[config.mk]
export PLATFORM = sky130hd
export DESIGN_NAME = bts_sequencer
export DESIGN_NICKNAME = d
export VERILOG_FILES = /design/src/verilog/bts_hold_timer.v /design/src/verilog/bts_sequencer.v
export VERILOG_INCLUDE_DIRS = /design/src /design/src/inc
export SDC_FILE = /design/constraint.sdc
export NUM_CORES = 1
export LEC_CHECK = 0
export ABC_CLOCK_PERIOD_IN_PS = 4900
export BUFFER_PORTS_ARGS = -buffer_cell sky130_fd_sc_hd__buf_2
export CAP_MARGIN = 0
export CORE_ASPECT_RATIO = 0.7
export CORE_MARGIN = 5
export CORE_UTILIZATION = 40
export DETAILED_ROUTE_END_ITERATION = 16
export HOLD_SLACK_MARGIN = 0.02
export PLACE_DENSITY = 0.63
export SLEW_MARGIN = 30
export SYNTH_ARGS = -nofsm -noshare
export SYNTH_HDL_FRONTEND = slang
export SYNTH_HIERARCHICAL = 1
export SYNTH_SLANG_ARGS = --single-unit
[constraint.sdc]
create_clock -name SYS_CLK_I -period 4.9 [get_ports SYS_CLK_I]
set_input_delay 0 -clock SYS_CLK_I [delete_from_list [all_inputs] [get_ports SYS_CLK_I]]
set_output_delay 0 -clock SYS_CLK_I [all_outputs]
set_load 0.1 [all_outputs]
[src/inc/bts_defs.vh]
// Register map, field positions, reset values and codes of the brake sequencer
`ifndef BTS_DEFS_VH
`define BTS_DEFS_VH
// Register byte offsets
`define BTS_OFF_CTRL 12'h000
`define BTS_OFF_RLS_CURR 12'h004
`define BTS_OFF_RLS_DLY 12'h008
`define BTS_OFF_RLS_FWD 12'h00C
`define BTS_OFF_RLS_REV 12'h010
`define BTS_OFF_ENG_FREQ 12'h014
`define BTS_OFF_ENG_DLY 12'h018
`define BTS_OFF_PREEXC 12'h01C
`define BTS_OFF_DC_TIME 12'h020
`define BTS_OFF_DC_LEVEL 12'h024
`define BTS_OFF_ONOFF_SRC 12'h028
`define BTS_OFF_ON_LEVEL 12'h02C
`define BTS_OFF_OFF_LEVEL 12'h030
`define BTS_OFF_OUT_FUNC 12'h034
`define BTS_OFF_STATUS 12'h038
// Control register fields
`define BTS_CTRL_BRK_EN 0
`define BTS_CTRL_VECTOR 1
`define BTS_CTRL_TORQUE 2
// Reset values (frequencies in 0.01 Hz, currents and levels in 0.01 %,
// delays in ms)
`define BTS_RST_RLS_CURR 16'h1388
`define BTS_RST_RLS_DLY 16'h03E8
`define BTS_RST_RLS_FWD 16'h0064
`define BTS_RST_RLS_REV 16'h0064
`define BTS_RST_ENG_FREQ 16'h00C8
`define BTS_RST_ENG_DLY 16'h03E8
`define BTS_RST_PREEXC 16'h0064
`define BTS_RST_ONOFF_SRC 3'h1
`define BTS_RST_ON_LEVEL 16'h2328
`define BTS_RST_OFF_LEVEL 16'h03E8
`define BTS_ON_LEVEL_MIN 16'h03E8
`define BTS_ON_LEVEL_MAX 16'h2710
`define BTS_SRC_MAX 3'h4
// Output function codes
`define BTS_FUNC_ONOFF 8'h22
`define BTS_FUNC_BRAKE 8'h23
`define BTS_NUM_OUTS 3
// Timing: 1 ms tick at 100 MHz
`define BTS_CLK_MHZ 100
`define BTS_TICK_US 1000
`define BTS_TICK_CYC (`BTS_CLK_MHZ * `BTS_TICK_US)
`define BTS_TICK_LAST 17'h1_869F
`endif

[src/verilog/bts_hold_timer.v]
// Millisecond down-counter used for every hold delay of the sequencer
`timescale 1ns/1ns
`default_nettype none
module bts_hold_timer (
  input wire clk_i,           // System clock
  input wire rst_n_i,         // Async reset, active low
  input wire tick_i,          // One-cycle 1 ms enable
  input wire start_i,         // Load the count
  input wire [15:0] load_i,   // Delay in ms
  output wire done_o          // High when the count is exhausted
);
  reg [15:0] count;
  reg busy;
  always @(posedge clk_i or negedge rst_n_i) begin
    if (!rst_n_i) begin
      count <= 16'h0000;
      busy <= 1'b0;
    end else if (start_i) begin
      count <= load_i;
      busy <= 1'b1;
    end else if (busy && (count == 16'h0000)) begin
      busy <= 1'b0;
    end else if (busy && tick_i) begin
      count <= count - 16'h0001;
    end
  end
  // A zero load ends the cycle after the start; the tick is shared, so a
  // nonzero delay may end up to 1 ms early rather than 1 ms late
  assign done_o = busy && (count == 16'h0000);
endmodule // bts_hold_timer
`default_nettype wire

[src/verilog/bts_sequencer.v]
// Brake release/engage sequencer and analog on/off output with AHB-Lite regs
`timescale 1ns/1ns
`default_nettype none
`include "bts_defs.vh"
module bts_sequencer (
  input wire SYS_CLK_I,            // 100 MHz clock
  input wire RST_N_I,              // Async reset, active low
  input wire [31:0] HADDR_I,       // AHB address
  input wire [1:0] HTRANS_I,       // AHB transfer type
  input wire HWRITE_I,             // AHB write
  input wire [2:0] HSIZE_I,        // AHB size
  input wire [31:0] HWDATA_I,      // AHB write data
  input wire HSEL_I,               // AHB slave select
  input wire HREADY_I,             // AHB bus ready
  output wire [31:0] HRDATA_O,     // AHB read data
  output wire HREADYOUT_O,         // AHB slave ready
  output wire HRESP_O,             // AHB response, always OKAY
  input wire RUN_CMD_I,            // Run command level
  input wire DIR_REV_I,            // Commanded direction, 1 = reverse
  input wire [15:0] OUT_FREQ_I,    // Actual output frequency, 0.01 Hz
  input wire [15:0] MOTOR_CURR_I,  // Motor current, 0.01 %
  input wire [15:0] ANALOG0_I,     // Analog source 0, 0.01 %
  input wire [15:0] ANALOG1_I,     // Analog source 1 (voltage input one)
  input wire [15:0] ANALOG2_I,     // Analog source 2
  input wire [15:0] ANALOG3_I,     // Analog source 3
  input wire [15:0] ANALOG4_I,     // Analog source 4
  output reg [15:0] FREQ_TARGET_O, // Frequency target to the ramp
  output reg FREQ_HOLD_O,          // Freeze the ramp at current value
  output reg RAMP_EN_O,            // Normal acceleration allowed
  output reg DC_INJECT_O,          // Apply stop DC injection
  output reg OUT_BLOCK_O,          // Block inverter output
  output reg START_DC_INHIBIT_O,   // Suppress start DC injection
  output reg DWELL_INHIBIT_O,      // Suppress acc/dec dwell
  output reg BRAKE_RELEASE_O,      // Brake release (0 = engaged)
  output reg ONOFF_STATE_O,        // Threshold output state
  output reg [2:0] RELAY_OUT_O     // Relay 1, relay 2, open collector one
);
  localparam ST_IDLE = 4'd0;
  localparam ST_PREEXC = 4'd1;
  localparam ST_TO_RLS = 4'd2;
  localparam ST_WAIT_CURR = 4'd3;
  localparam ST_RLS_HOLD = 4'd4;
  localparam ST_RUN = 4'd5;
  localparam ST_DECEL = 4'd6;
  localparam ST_ENG_HOLD = 4'd7;
  localparam ST_DC = 4'd8;
  localparam ST_BLOCK = 4'd9;
  localparam [16:0] TICK_LAST = `BTS_TICK_LAST;

  reg [2:0] ctrl;
  reg [15:0] rls_curr, rls_dly, rls_fwd, rls_rev, eng_freq, eng_dly;
  reg [15:0] preexc, dc_time, dc_level, on_level, off_level;
  reg [2:0] onoff_src;
  reg [7:0] out_func [0:`BTS_NUM_OUTS-1];
  reg [3:0] state, next_state;
  reg [16:0] tick_cnt;
  reg tick;
  reg tmr_start;
  reg [15:0] tmr_load;
  wire tmr_done;

  // Bus address phase capture
  reg dp_wr, dp_rd;
  reg [11:0] dp_addr;
  reg [31:0] rdata;
  wire take = HSEL_I && HREADY_I && HTRANS_I[1];
  wire brk_en = ctrl[`BTS_CTRL_BRK_EN];
  wire vector = ctrl[`BTS_CTRL_VECTOR];
  wire torque = ctrl[`BTS_CTRL_TORQUE];
  wire [15:0] rls_freq = DIR_REV_I ? rls_rev : rls_fwd;
  wire dc_cfg = (dc_time != 16'h0000) && (dc_level != 16'h0000);
  // On level is clamped to 10..100 %
  wire [15:0] on_wr =
    (HWDATA_I[15:0] < `BTS_ON_LEVEL_MIN) ? `BTS_ON_LEVEL_MIN :
    (HWDATA_I[15:0] > `BTS_ON_LEVEL_MAX) ? `BTS_ON_LEVEL_MAX :
    HWDATA_I[15:0];
  integer i;
  integer j;

  assign HREADYOUT_O = 1'b1;
  assign HRESP_O = 1'b0;
  assign HRDATA_O = rdata;

  always @(posedge SYS_CLK_I or negedge RST_N_I) begin
    if (!RST_N_I) begin
      dp_wr <= 1'b0;
      dp_rd <= 1'b0;
      dp_addr <= 12'h000;
    end else if (HREADY_I) begin
      dp_wr <= take && HWRITE_I;
      dp_rd <= take && !HWRITE_I;
      dp_addr <= HADDR_I[11:0];
    end
  end

  // Writes land in the data phase, when HWDATA is valid
  always @(posedge SYS_CLK_I or negedge RST_N_I) begin
    if (!RST_N_I) begin
      ctrl <= 3'h0;
      rls_curr <= `BTS_RST_RLS_CURR;
      rls_dly <= `BTS_RST_RLS_DLY;
      rls_fwd <= `BTS_RST_RLS_FWD;
      rls_rev <= `BTS_RST_RLS_REV;
      eng_freq <= `BTS_RST_ENG_FREQ;
      eng_dly <= `BTS_RST_ENG_DLY;
      preexc <= `BTS_RST_PREEXC;
      dc_time <= 16'h0000;
      dc_level <= 16'h0000;
      onoff_src <= `BTS_RST_ONOFF_SRC;
      on_level <= `BTS_RST_ON_LEVEL;
      off_level <= `BTS_RST_OFF_LEVEL;
      for (i = 0; i < `BTS_NUM_OUTS; i = i + 1) begin
        out_func[i] <= 8'h00;
      end
    end else if (dp_wr) begin
      case (dp_addr)
        `BTS_OFF_CTRL: ctrl <= HWDATA_I[2:0];
        `BTS_OFF_RLS_CURR: rls_curr <= HWDATA_I[15:0];
        `BTS_OFF_RLS_DLY: rls_dly <= HWDATA_I[15:0];
        `BTS_OFF_RLS_FWD: rls_fwd <= HWDATA_I[15:0];
        `BTS_OFF_RLS_REV: rls_rev <= HWDATA_I[15:0];
        `BTS_OFF_ENG_FREQ: eng_freq <= HWDATA_I[15:0];
        `BTS_OFF_ENG_DLY: eng_dly <= HWDATA_I[15:0];
        `BTS_OFF_PREEXC: preexc <= HWDATA_I[15:0];
        `BTS_OFF_DC_TIME: dc_time <= HWDATA_I[15:0];
        `BTS_OFF_DC_LEVEL: dc_level <= HWDATA_I[15:0];
        `BTS_OFF_ONOFF_SRC: begin
          // Out-of-range codes are ignored
          if (HWDATA_I[2:0] <= `BTS_SRC_MAX && HWDATA_I[31:3] == 29'h0)
            onoff_src <= HWDATA_I[2:0];
        end
        `BTS_OFF_ON_LEVEL: begin
          // Off level follows a clamped on level down
          on_level <= on_wr;
          if (off_level > on_wr) begin
            off_level <= on_wr;
          end
        end
        `BTS_OFF_OFF_LEVEL: begin
          if (HWDATA_I[15:0] > on_level) begin
            off_level <= on_level;
          end else begin
            off_level <= HWDATA_I[15:0];
          end
        end
        `BTS_OFF_OUT_FUNC: begin
          out_func[0] <= HWDATA_I[7:0];
          out_func[1] <= HWDATA_I[15:8];
          out_func[2] <= HWDATA_I[23:16];
        end
        default: begin
        end
      endcase
    end
  end

  always @(posedge SYS_CLK_I or negedge RST_N_I) begin
    if (!RST_N_I) begin
      rdata <= 32'h0000_0000;
    end else if (take && !HWRITE_I) begin
      case (HADDR_I[11:0])
        `BTS_OFF_CTRL: rdata <= {29'h0, ctrl};
        `BTS_OFF_RLS_CURR: rdata <= {16'h0000, rls_curr};
        `BTS_OFF_RLS_DLY: rdata <= {16'h0000, rls_dly};
        `BTS_OFF_RLS_FWD: rdata <= {16'h0000, rls_fwd};
        `BTS_OFF_RLS_REV: rdata <= {16'h0000, rls_rev};
        `BTS_OFF_ENG_FREQ: rdata <= {16'h0000, eng_freq};
        `BTS_OFF_ENG_DLY: rdata <= {16'h0000, eng_dly};
        `BTS_OFF_PREEXC: rdata <= {16'h0000, preexc};
        `BTS_OFF_DC_TIME: rdata <= {16'h0000, dc_time};
        `BTS_OFF_DC_LEVEL: rdata <= {16'h0000, dc_level};
        `BTS_OFF_ONOFF_SRC: rdata <= {29'h0, onoff_src};
        `BTS_OFF_ON_LEVEL: rdata <= {16'h0000, on_level};
        `BTS_OFF_OFF_LEVEL: rdata <= {16'h0000, off_level};
        `BTS_OFF_OUT_FUNC:
          rdata <= {8'h00, out_func[2], out_func[1], out_func[0]};
        `BTS_OFF_STATUS:
          rdata <= {24'h0, ONOFF_STATE_O, BRAKE_RELEASE_O, 2'b00, state};
        default: rdata <= 32'h0000_0000;
      endcase
    end
  end

  // 1 ms enable for all hold delays
  always @(posedge SYS_CLK_I or negedge RST_N_I) begin
    if (!RST_N_I) begin
      tick_cnt <= 17'h0_0000;
      tick <= 1'b0;
    end else if (tick_cnt == TICK_LAST) begin
      tick_cnt <= 17'h0_0000;
      tick <= 1'b1;
    end else begin
      tick_cnt <= tick_cnt + 17'h0_0001;
      tick <= 1'b0;
    end
  end

  bts_hold_timer u_timer (
    .clk_i(SYS_CLK_I),
    .rst_n_i(RST_N_I),
    .tick_i(tick),
    .start_i(tmr_start),
    .load_i(tmr_load),
    .done_o(tmr_done)
  );

  always @* begin
    next_state = state;
    tmr_start = 1'b0;
    tmr_load = 16'h0000;
    case (state)
      ST_IDLE: begin
        if (brk_en && RUN_CMD_I) begin
          if (vector) begin
            next_state = ST_PREEXC;
            tmr_start = 1'b1;
            tmr_load = preexc;
          end else begin
            next_state = ST_TO_RLS;
          end
        end
      end
      ST_PREEXC: begin
        if (!RUN_CMD_I) begin
          next_state = ST_IDLE;
        end else if (tmr_done) begin
          next_state = ST_RLS_HOLD;
          tmr_start = 1'b1;
          tmr_load = rls_dly;
        end
      end
      ST_TO_RLS: begin
        if (!RUN_CMD_I) begin
          next_state = ST_IDLE;
        end else if (OUT_FREQ_I >= rls_freq) begin
          next_state = ST_WAIT_CURR;
        end
      end
      ST_WAIT_CURR: begin
        if (!RUN_CMD_I) begin
          next_state = ST_IDLE;
        end else if (MOTOR_CURR_I >= rls_curr) begin
          next_state = ST_RLS_HOLD;
          tmr_start = 1'b1;
          tmr_load = rls_dly;
        end
      end
      ST_RLS_HOLD: begin
        if (tmr_done) begin
          next_state = ST_RUN;
        end
      end
      ST_RUN: begin
        if (!RUN_CMD_I && !torque) begin
          next_state = ST_DECEL;
        end
      end
      ST_DECEL: begin
        if (RUN_CMD_I) begin
          next_state = ST_RUN;
        end else if (vector ? (OUT_FREQ_I == 16'h0000)
                            : (OUT_FREQ_I <= eng_freq)) begin
          next_state = ST_ENG_HOLD;
          tmr_start = 1'b1;
          tmr_load = eng_dly;
        end
      end
      ST_ENG_HOLD: begin
        if (tmr_done) begin
          if (vector) begin
            next_state = ST_BLOCK;
          end else if (dc_cfg && OUT_FREQ_I == 16'h0000) begin
            next_state = ST_DC;
            tmr_start = 1'b1;
            tmr_load = dc_time;
          end else if (!dc_cfg) begin
            next_state = ST_BLOCK;
          end
        end else if (!vector && dc_cfg && OUT_FREQ_I == 16'h0000 &&
                     FREQ_TARGET_O == 16'h0000) begin
          next_state = ST_DC;
          tmr_start = 1'b1;
          tmr_load = dc_time;
        end
      end
      ST_DC: begin
        if (tmr_done) begin
          next_state = ST_BLOCK;
        end
      end
      ST_BLOCK: begin
        if (!RUN_CMD_I) begin
          next_state = ST_IDLE;
        end
      end
      default: next_state = ST_IDLE;
    endcase
    // Turning brake control off abandons the sequence safely
    if (!brk_en) begin
      next_state = ST_IDLE;
      tmr_start = 1'b0;
    end
  end

  // After the engage delay the hold is released, so the frequency ramps to the zero target
  reg eng_elapsed;
  always @(posedge SYS_CLK_I or negedge RST_N_I) begin
    if (!RST_N_I) begin
      state <= ST_IDLE;
      eng_elapsed <= 1'b0;
    end else begin
      state <= next_state;
      if (state != ST_ENG_HOLD) begin
        eng_elapsed <= 1'b0;
      end else if (tmr_done) begin
        eng_elapsed <= 1'b1;
      end
    end
  end

  wire [15:0] sel_analog = (onoff_src == 3'd0) ? ANALOG0_I :
                           (onoff_src == 3'd1) ? ANALOG1_I :
                           (onoff_src == 3'd2) ? ANALOG2_I :
                           (onoff_src == 3'd3) ? ANALOG3_I :
                           ANALOG4_I;

  always @(posedge SYS_CLK_I or negedge RST_N_I) begin
    if (!RST_N_I) begin
      FREQ_TARGET_O <= 16'h0000;
      FREQ_HOLD_O <= 1'b0;
      RAMP_EN_O <= 1'b0;
      DC_INJECT_O <= 1'b0;
      OUT_BLOCK_O <= 1'b1;
      START_DC_INHIBIT_O <= 1'b0;
      DWELL_INHIBIT_O <= 1'b0;
      BRAKE_RELEASE_O <= 1'b0;
      ONOFF_STATE_O <= 1'b0;
      RELAY_OUT_O <= 3'b000;
    end else begin
      START_DC_INHIBIT_O <= brk_en;
      DWELL_INHIBIT_O <= brk_en;
      FREQ_TARGET_O <= (next_state == ST_TO_RLS ||
                        next_state == ST_WAIT_CURR ||
                        (next_state == ST_RLS_HOLD && !vector)) ?
                       rls_freq : 16'h0000;
      FREQ_HOLD_O <= (next_state == ST_WAIT_CURR) ||
                     (next_state == ST_RLS_HOLD && !vector) ||
                     (next_state == ST_ENG_HOLD && !vector &&
                      !eng_elapsed && !tmr_done);
      RAMP_EN_O <= (next_state == ST_RUN) ||
                   (next_state == ST_DECEL);
      DC_INJECT_O <= (next_state == ST_DC);
      OUT_BLOCK_O <= (next_state == ST_IDLE) || (next_state == ST_PREEXC) ||
                     (next_state == ST_BLOCK);
      BRAKE_RELEASE_O <= (next_state == ST_RLS_HOLD) ||
                         (next_state == ST_RUN) ||
                         (next_state == ST_DECEL);
      if (sel_analog > on_level) begin
        ONOFF_STATE_O <= 1'b1;
      end else if (sel_analog < off_level) begin
        ONOFF_STATE_O <= 1'b0;
      end
      // Otherwise hold the previous state
      for (j = 0; j < `BTS_NUM_OUTS; j = j + 1) begin
        if (out_func[j] == `BTS_FUNC_ONOFF) begin
          RELAY_OUT_O[j] <= ONOFF_STATE_O;
        end else if (out_func[j] == `BTS_FUNC_BRAKE) begin
          RELAY_OUT_O[j] <= BRAKE_RELEASE_O;
        end else begin
          RELAY_OUT_O[j] <= 1'b0;
        end
      end
    end
  end
endmodule // bts_sequencer
`default_nettype wire

==> summary.md <==
| Metric | Value |
|---|---|
| DR iter-0 viols | 1939 |
| Met2 usage | 0.359 |
| Req. time, crit path | 5.34 ns |
| Synth Register Bits | 309 |
| DP HPWL | 46.4 mm |
| Mux cell area share after synthesis | 0.127 |
| Synth warn | 6 |
| FF-to-FF Start | u_timer/count[0] |
| Main flop type after synthesis | dfrtp_1 |
| Max Freq | 238 MHz |
| First-pass GRT wire length | 95.8 mm |
| Clk_lat worst skew | 0.59 ns |
| Status | completed |
| Hold Path End | FREQ_TARGET_O[15] |
| Synth Instances | 1761 |
| Simple-gate area share of the yosys netlist | 0.144 |
| Vias per cell | 5.98 |
| Commonest cells post-synth | 267 x dfrtp_1, 157 x mux2_2, 136 x nand2_1 |
| Layout area overhead | 18.9% |
| Initial antenna violation count | 2 |
| Longest Clk Path Bufs | 3 |
| DR pass1 iterations | 6 |
| Fillcell total | 4050 |
| Most common cell in the netlist | dfrtp_1 |
| Clock skew | 0.0198 ns |
| Top cell type's share of synthesized area | 0.373 |
| Clock sinks | 309 |
| Most common cell on crit path | inv_1 |
| Most area-hungry cell type in the Yosys netlist | dfrtp_1 |
| RSZ-0062 raised after global routing | false |
| Synth Area in Compound Gates | 0.163 |
| Final min period | 4.20 ns |
| Worst EP arrival | 4.64 ns |
| Die area | 49200 um^2 |
| Hold depth | 3 |
| Worst-Margin Slew | 1.10 ns |
| Netlist cell types | 82 |
| Layout cells sized above 1 | 0.269 |
| Post-Synth XOR/XNOR Area | 0.00733 |
| Peak supply drop | 0.251 mV |
| Drc violations | 0 |
| Number of synthesized flops with an enable pin | 0 |
| Routability cong. | 0.924 |
| Tot GR Track Use | 0.246 |
| Postcts setup bufs | 0 |
| Power Total | 0.00598 W |
| Crit start category | register |
| DR vias | 15673 |
| Congestion Overflow GR | 0 |
| Initial Util | 0.408 |
| Post-CTS resize count | 0 |
| Slowest CP cell | a41oi_4 |
| CTS tree | yes |
| R2R depth | 13 |
| Combinational family with the most area after synthesis | compound AO/OA/AOI/OAI gates |
| Vert. Die Dim | 187 um |
| CTS Hold Buffers Added | 53 |
| Final setup vio count | 0 |
| I/O Pins | 249 |
| Clock slew at reported path FFs | 0.07 ns |
| Net switching power | 0.00162 W |
| M1 GR Usage | 0.359 |
| Vias in the first global route | 15495 |
| PortBufs | 214 |
| Sequential Power Share | 0.444 |
| Max_slew headroom | 0.264 |
| Dpl ws | 0.796 ns |
| Pins Over Slew Limit | 0 |
| Synthesized area | 17900 um^2 |
| Die width | 263 um |
| Max incr delay on CP | 0.61 ns |
| Final nets | 2303 |
| GRT busiest layer | met2 |
| HP Class | in -> reg |
| Top delay family on crit path | simple AND/OR/NAND/NOR gates |
| Crit path buf inv count | 3 |
| Min-delay src | DIR_REV_I |
| Sum Neg Setup Slack | 0 ns |
| CP endpoint kind | register |
| Hold Vio Cnt, Final | 0 |
| Num rows | 64 |
| Met3 global-route usage | 0.0721 |
| Multi-input logic area | 9450 um^2 |
| Pwr Density | 281 nW/um^2 |
| Register area | 7780 um^2 |
| R2r endpoint | FREQ_TARGET_O[2] |
| Antenna diode count | 0 |
| WL final | 63.2 mm |
| Clock Tree Root | clkbuf_16 |
| Max FO, Critical Path | 16 |
| Sequential fraction of the synthesis area | 0.434 |
| Min Hold Slack | 0.0992 ns |
| Synth area leaders | dfrtp_1 37%, mux2_2 9.9%, ha_1 7.9%, dfstp_2 6.2%, o21ai_0 3.0% |
| Synth Area in Adders | 0.0789 |
| FF-to-FF setup slack | 0.70 ns |
| Internal power | 0.00436 W |
| Avg Cell Area, Syn | 10.2 um^2 |
| Pin count of the biggest net entering global routing | 122 |
| Core area | 44000 um^2 |
| Leakage | 9.97 nW |
| FFs w/ async S/R, synth | 1.00 |
| CP Cell Sequence | inv_1, ha_1, or4b_1, nor4_4, buf_4, and2_1, inv_1, o41a_1, or2_4, a221oi_4, a211oi_2, a41oi_4, nor2_1 |
| Fin worst setup slack | 0.701 ns |
| Clk pwr share | 0.435 |
| CP Class | reg -> reg |
| Comb power frac | 0.121 |
| Detailed-route wire length per cell | 24.1 um |
| Sw frac | 0.272 |
| Post-route antenna net violation count | 0 |
| Max-capacitance violation count | 0 |
| Number of buffers created by CTS | 31 |
| Tcrit/Tclk final | 0.857 |
| H-tree depth | 1 |
power by group through the flow:
stage,sequential [W],clock (W),combinational [W]
2_1_floorplan,0.00287,0,0.000242
3_3_place_gp,0.00270,0,0.000659
3_5_place_dp,0.00270,0,0.000674
4_1_cts,0.00266,0.00264,0.000717
5_1_grt,0.00266,0.00274,0.000776
6_report,0.00266,0.00260,0.000723
cells by family after synthesis:
group / after synthesis
compound gates: 422
buf+inv: 187
flops: 309
mux: 208
other cells: 2
xor+xnor: 15
fa+ha+maj: 113
simple gates: 505
how the worst max path moves through the flow:
stage	start	to	slack (ns)	cells past startpoint
final	u_timer/count[0]	FREQ_TARGET_O[2]	0.70	13
after global routing	u_timer/count[0]	FREQ_TARGET_O[2]	0.50	13
after CTS	u_timer/count[0]	FREQ_TARGET_O[2]	0.77	13
after detailed placement	u_timer/count[0]	FREQ_TARGET_O[2]	0.80	13
after global placement	u_timer/count[0]	FREQ_TARGET_O[2]	0.88	13
after floorplan	u_timer/count[0]	u_timer/count[11]	1.05	18
final cells by class:
type,instances,share of cell area
Multi-Input combinational cell,1275,0.444
Inverter,84,0.0148
Timing Repair Buffer,301,0.0894
Sequential cell,309,0.365
Tap cell,594,0.0349
Clock buffer,45,0.0441
Clock inverter,12,0.00787
worst min-delay path: cells and delay by family:
kind	cells	cell delay, ns
buffers and inverters	1	0.30
muxes	1	0.22
and+or+nand+nor	1	0.11
metal layers:
metal	wire (um)	share of wire
met5	23	0.00036
met4	2080	0.033
met1	27900	0.44
met3	6610	0.10
met2	26600	0.42
cells in the final DEF, fill, tap and decap left out, types with 9 or more instances in the layout:
cell and instances:
conb_1 12, o21ai_0 108, mux2i_1 51, nand2_1 136, buf_4 30, a31oi_1 22
clkbuf_8 9, dfrtp_1 267, nor4_1 39, xor2_1 9, dlygate4sd3_1 54, a221oi_1 20
nand4_1 25, a222oi_1 31, a22o_1 16, buf_2 213, nor3_1 14, o21a_1 22
mux2_2 157, inv_1 82, dfstp_2 42, o22ai_1 16, and3_1 12, nand2b_1 11
nor2_1 98, a21o_1 18, nor2_2 17, a21oi_1 65, or3_1 12, nand3_1 60
nor2b_1 13, a22oi_1 38, a221o_1 13, or4_1 9, ha_1 113, clkbuf_16 32
stage by stage:
stage	instance area, um^2	instances	utilization
2_1_floorplan	18000	1771	-
3_3_place_gp	19600	2506	0.445
3_5_place_dp	19600	2507	0.446
4_1_cts	21200	2617	0.483
5_1_grt	21300	2620	0.485
6_report	21300	2620	0.485
(Power assumes the default switching activity.)
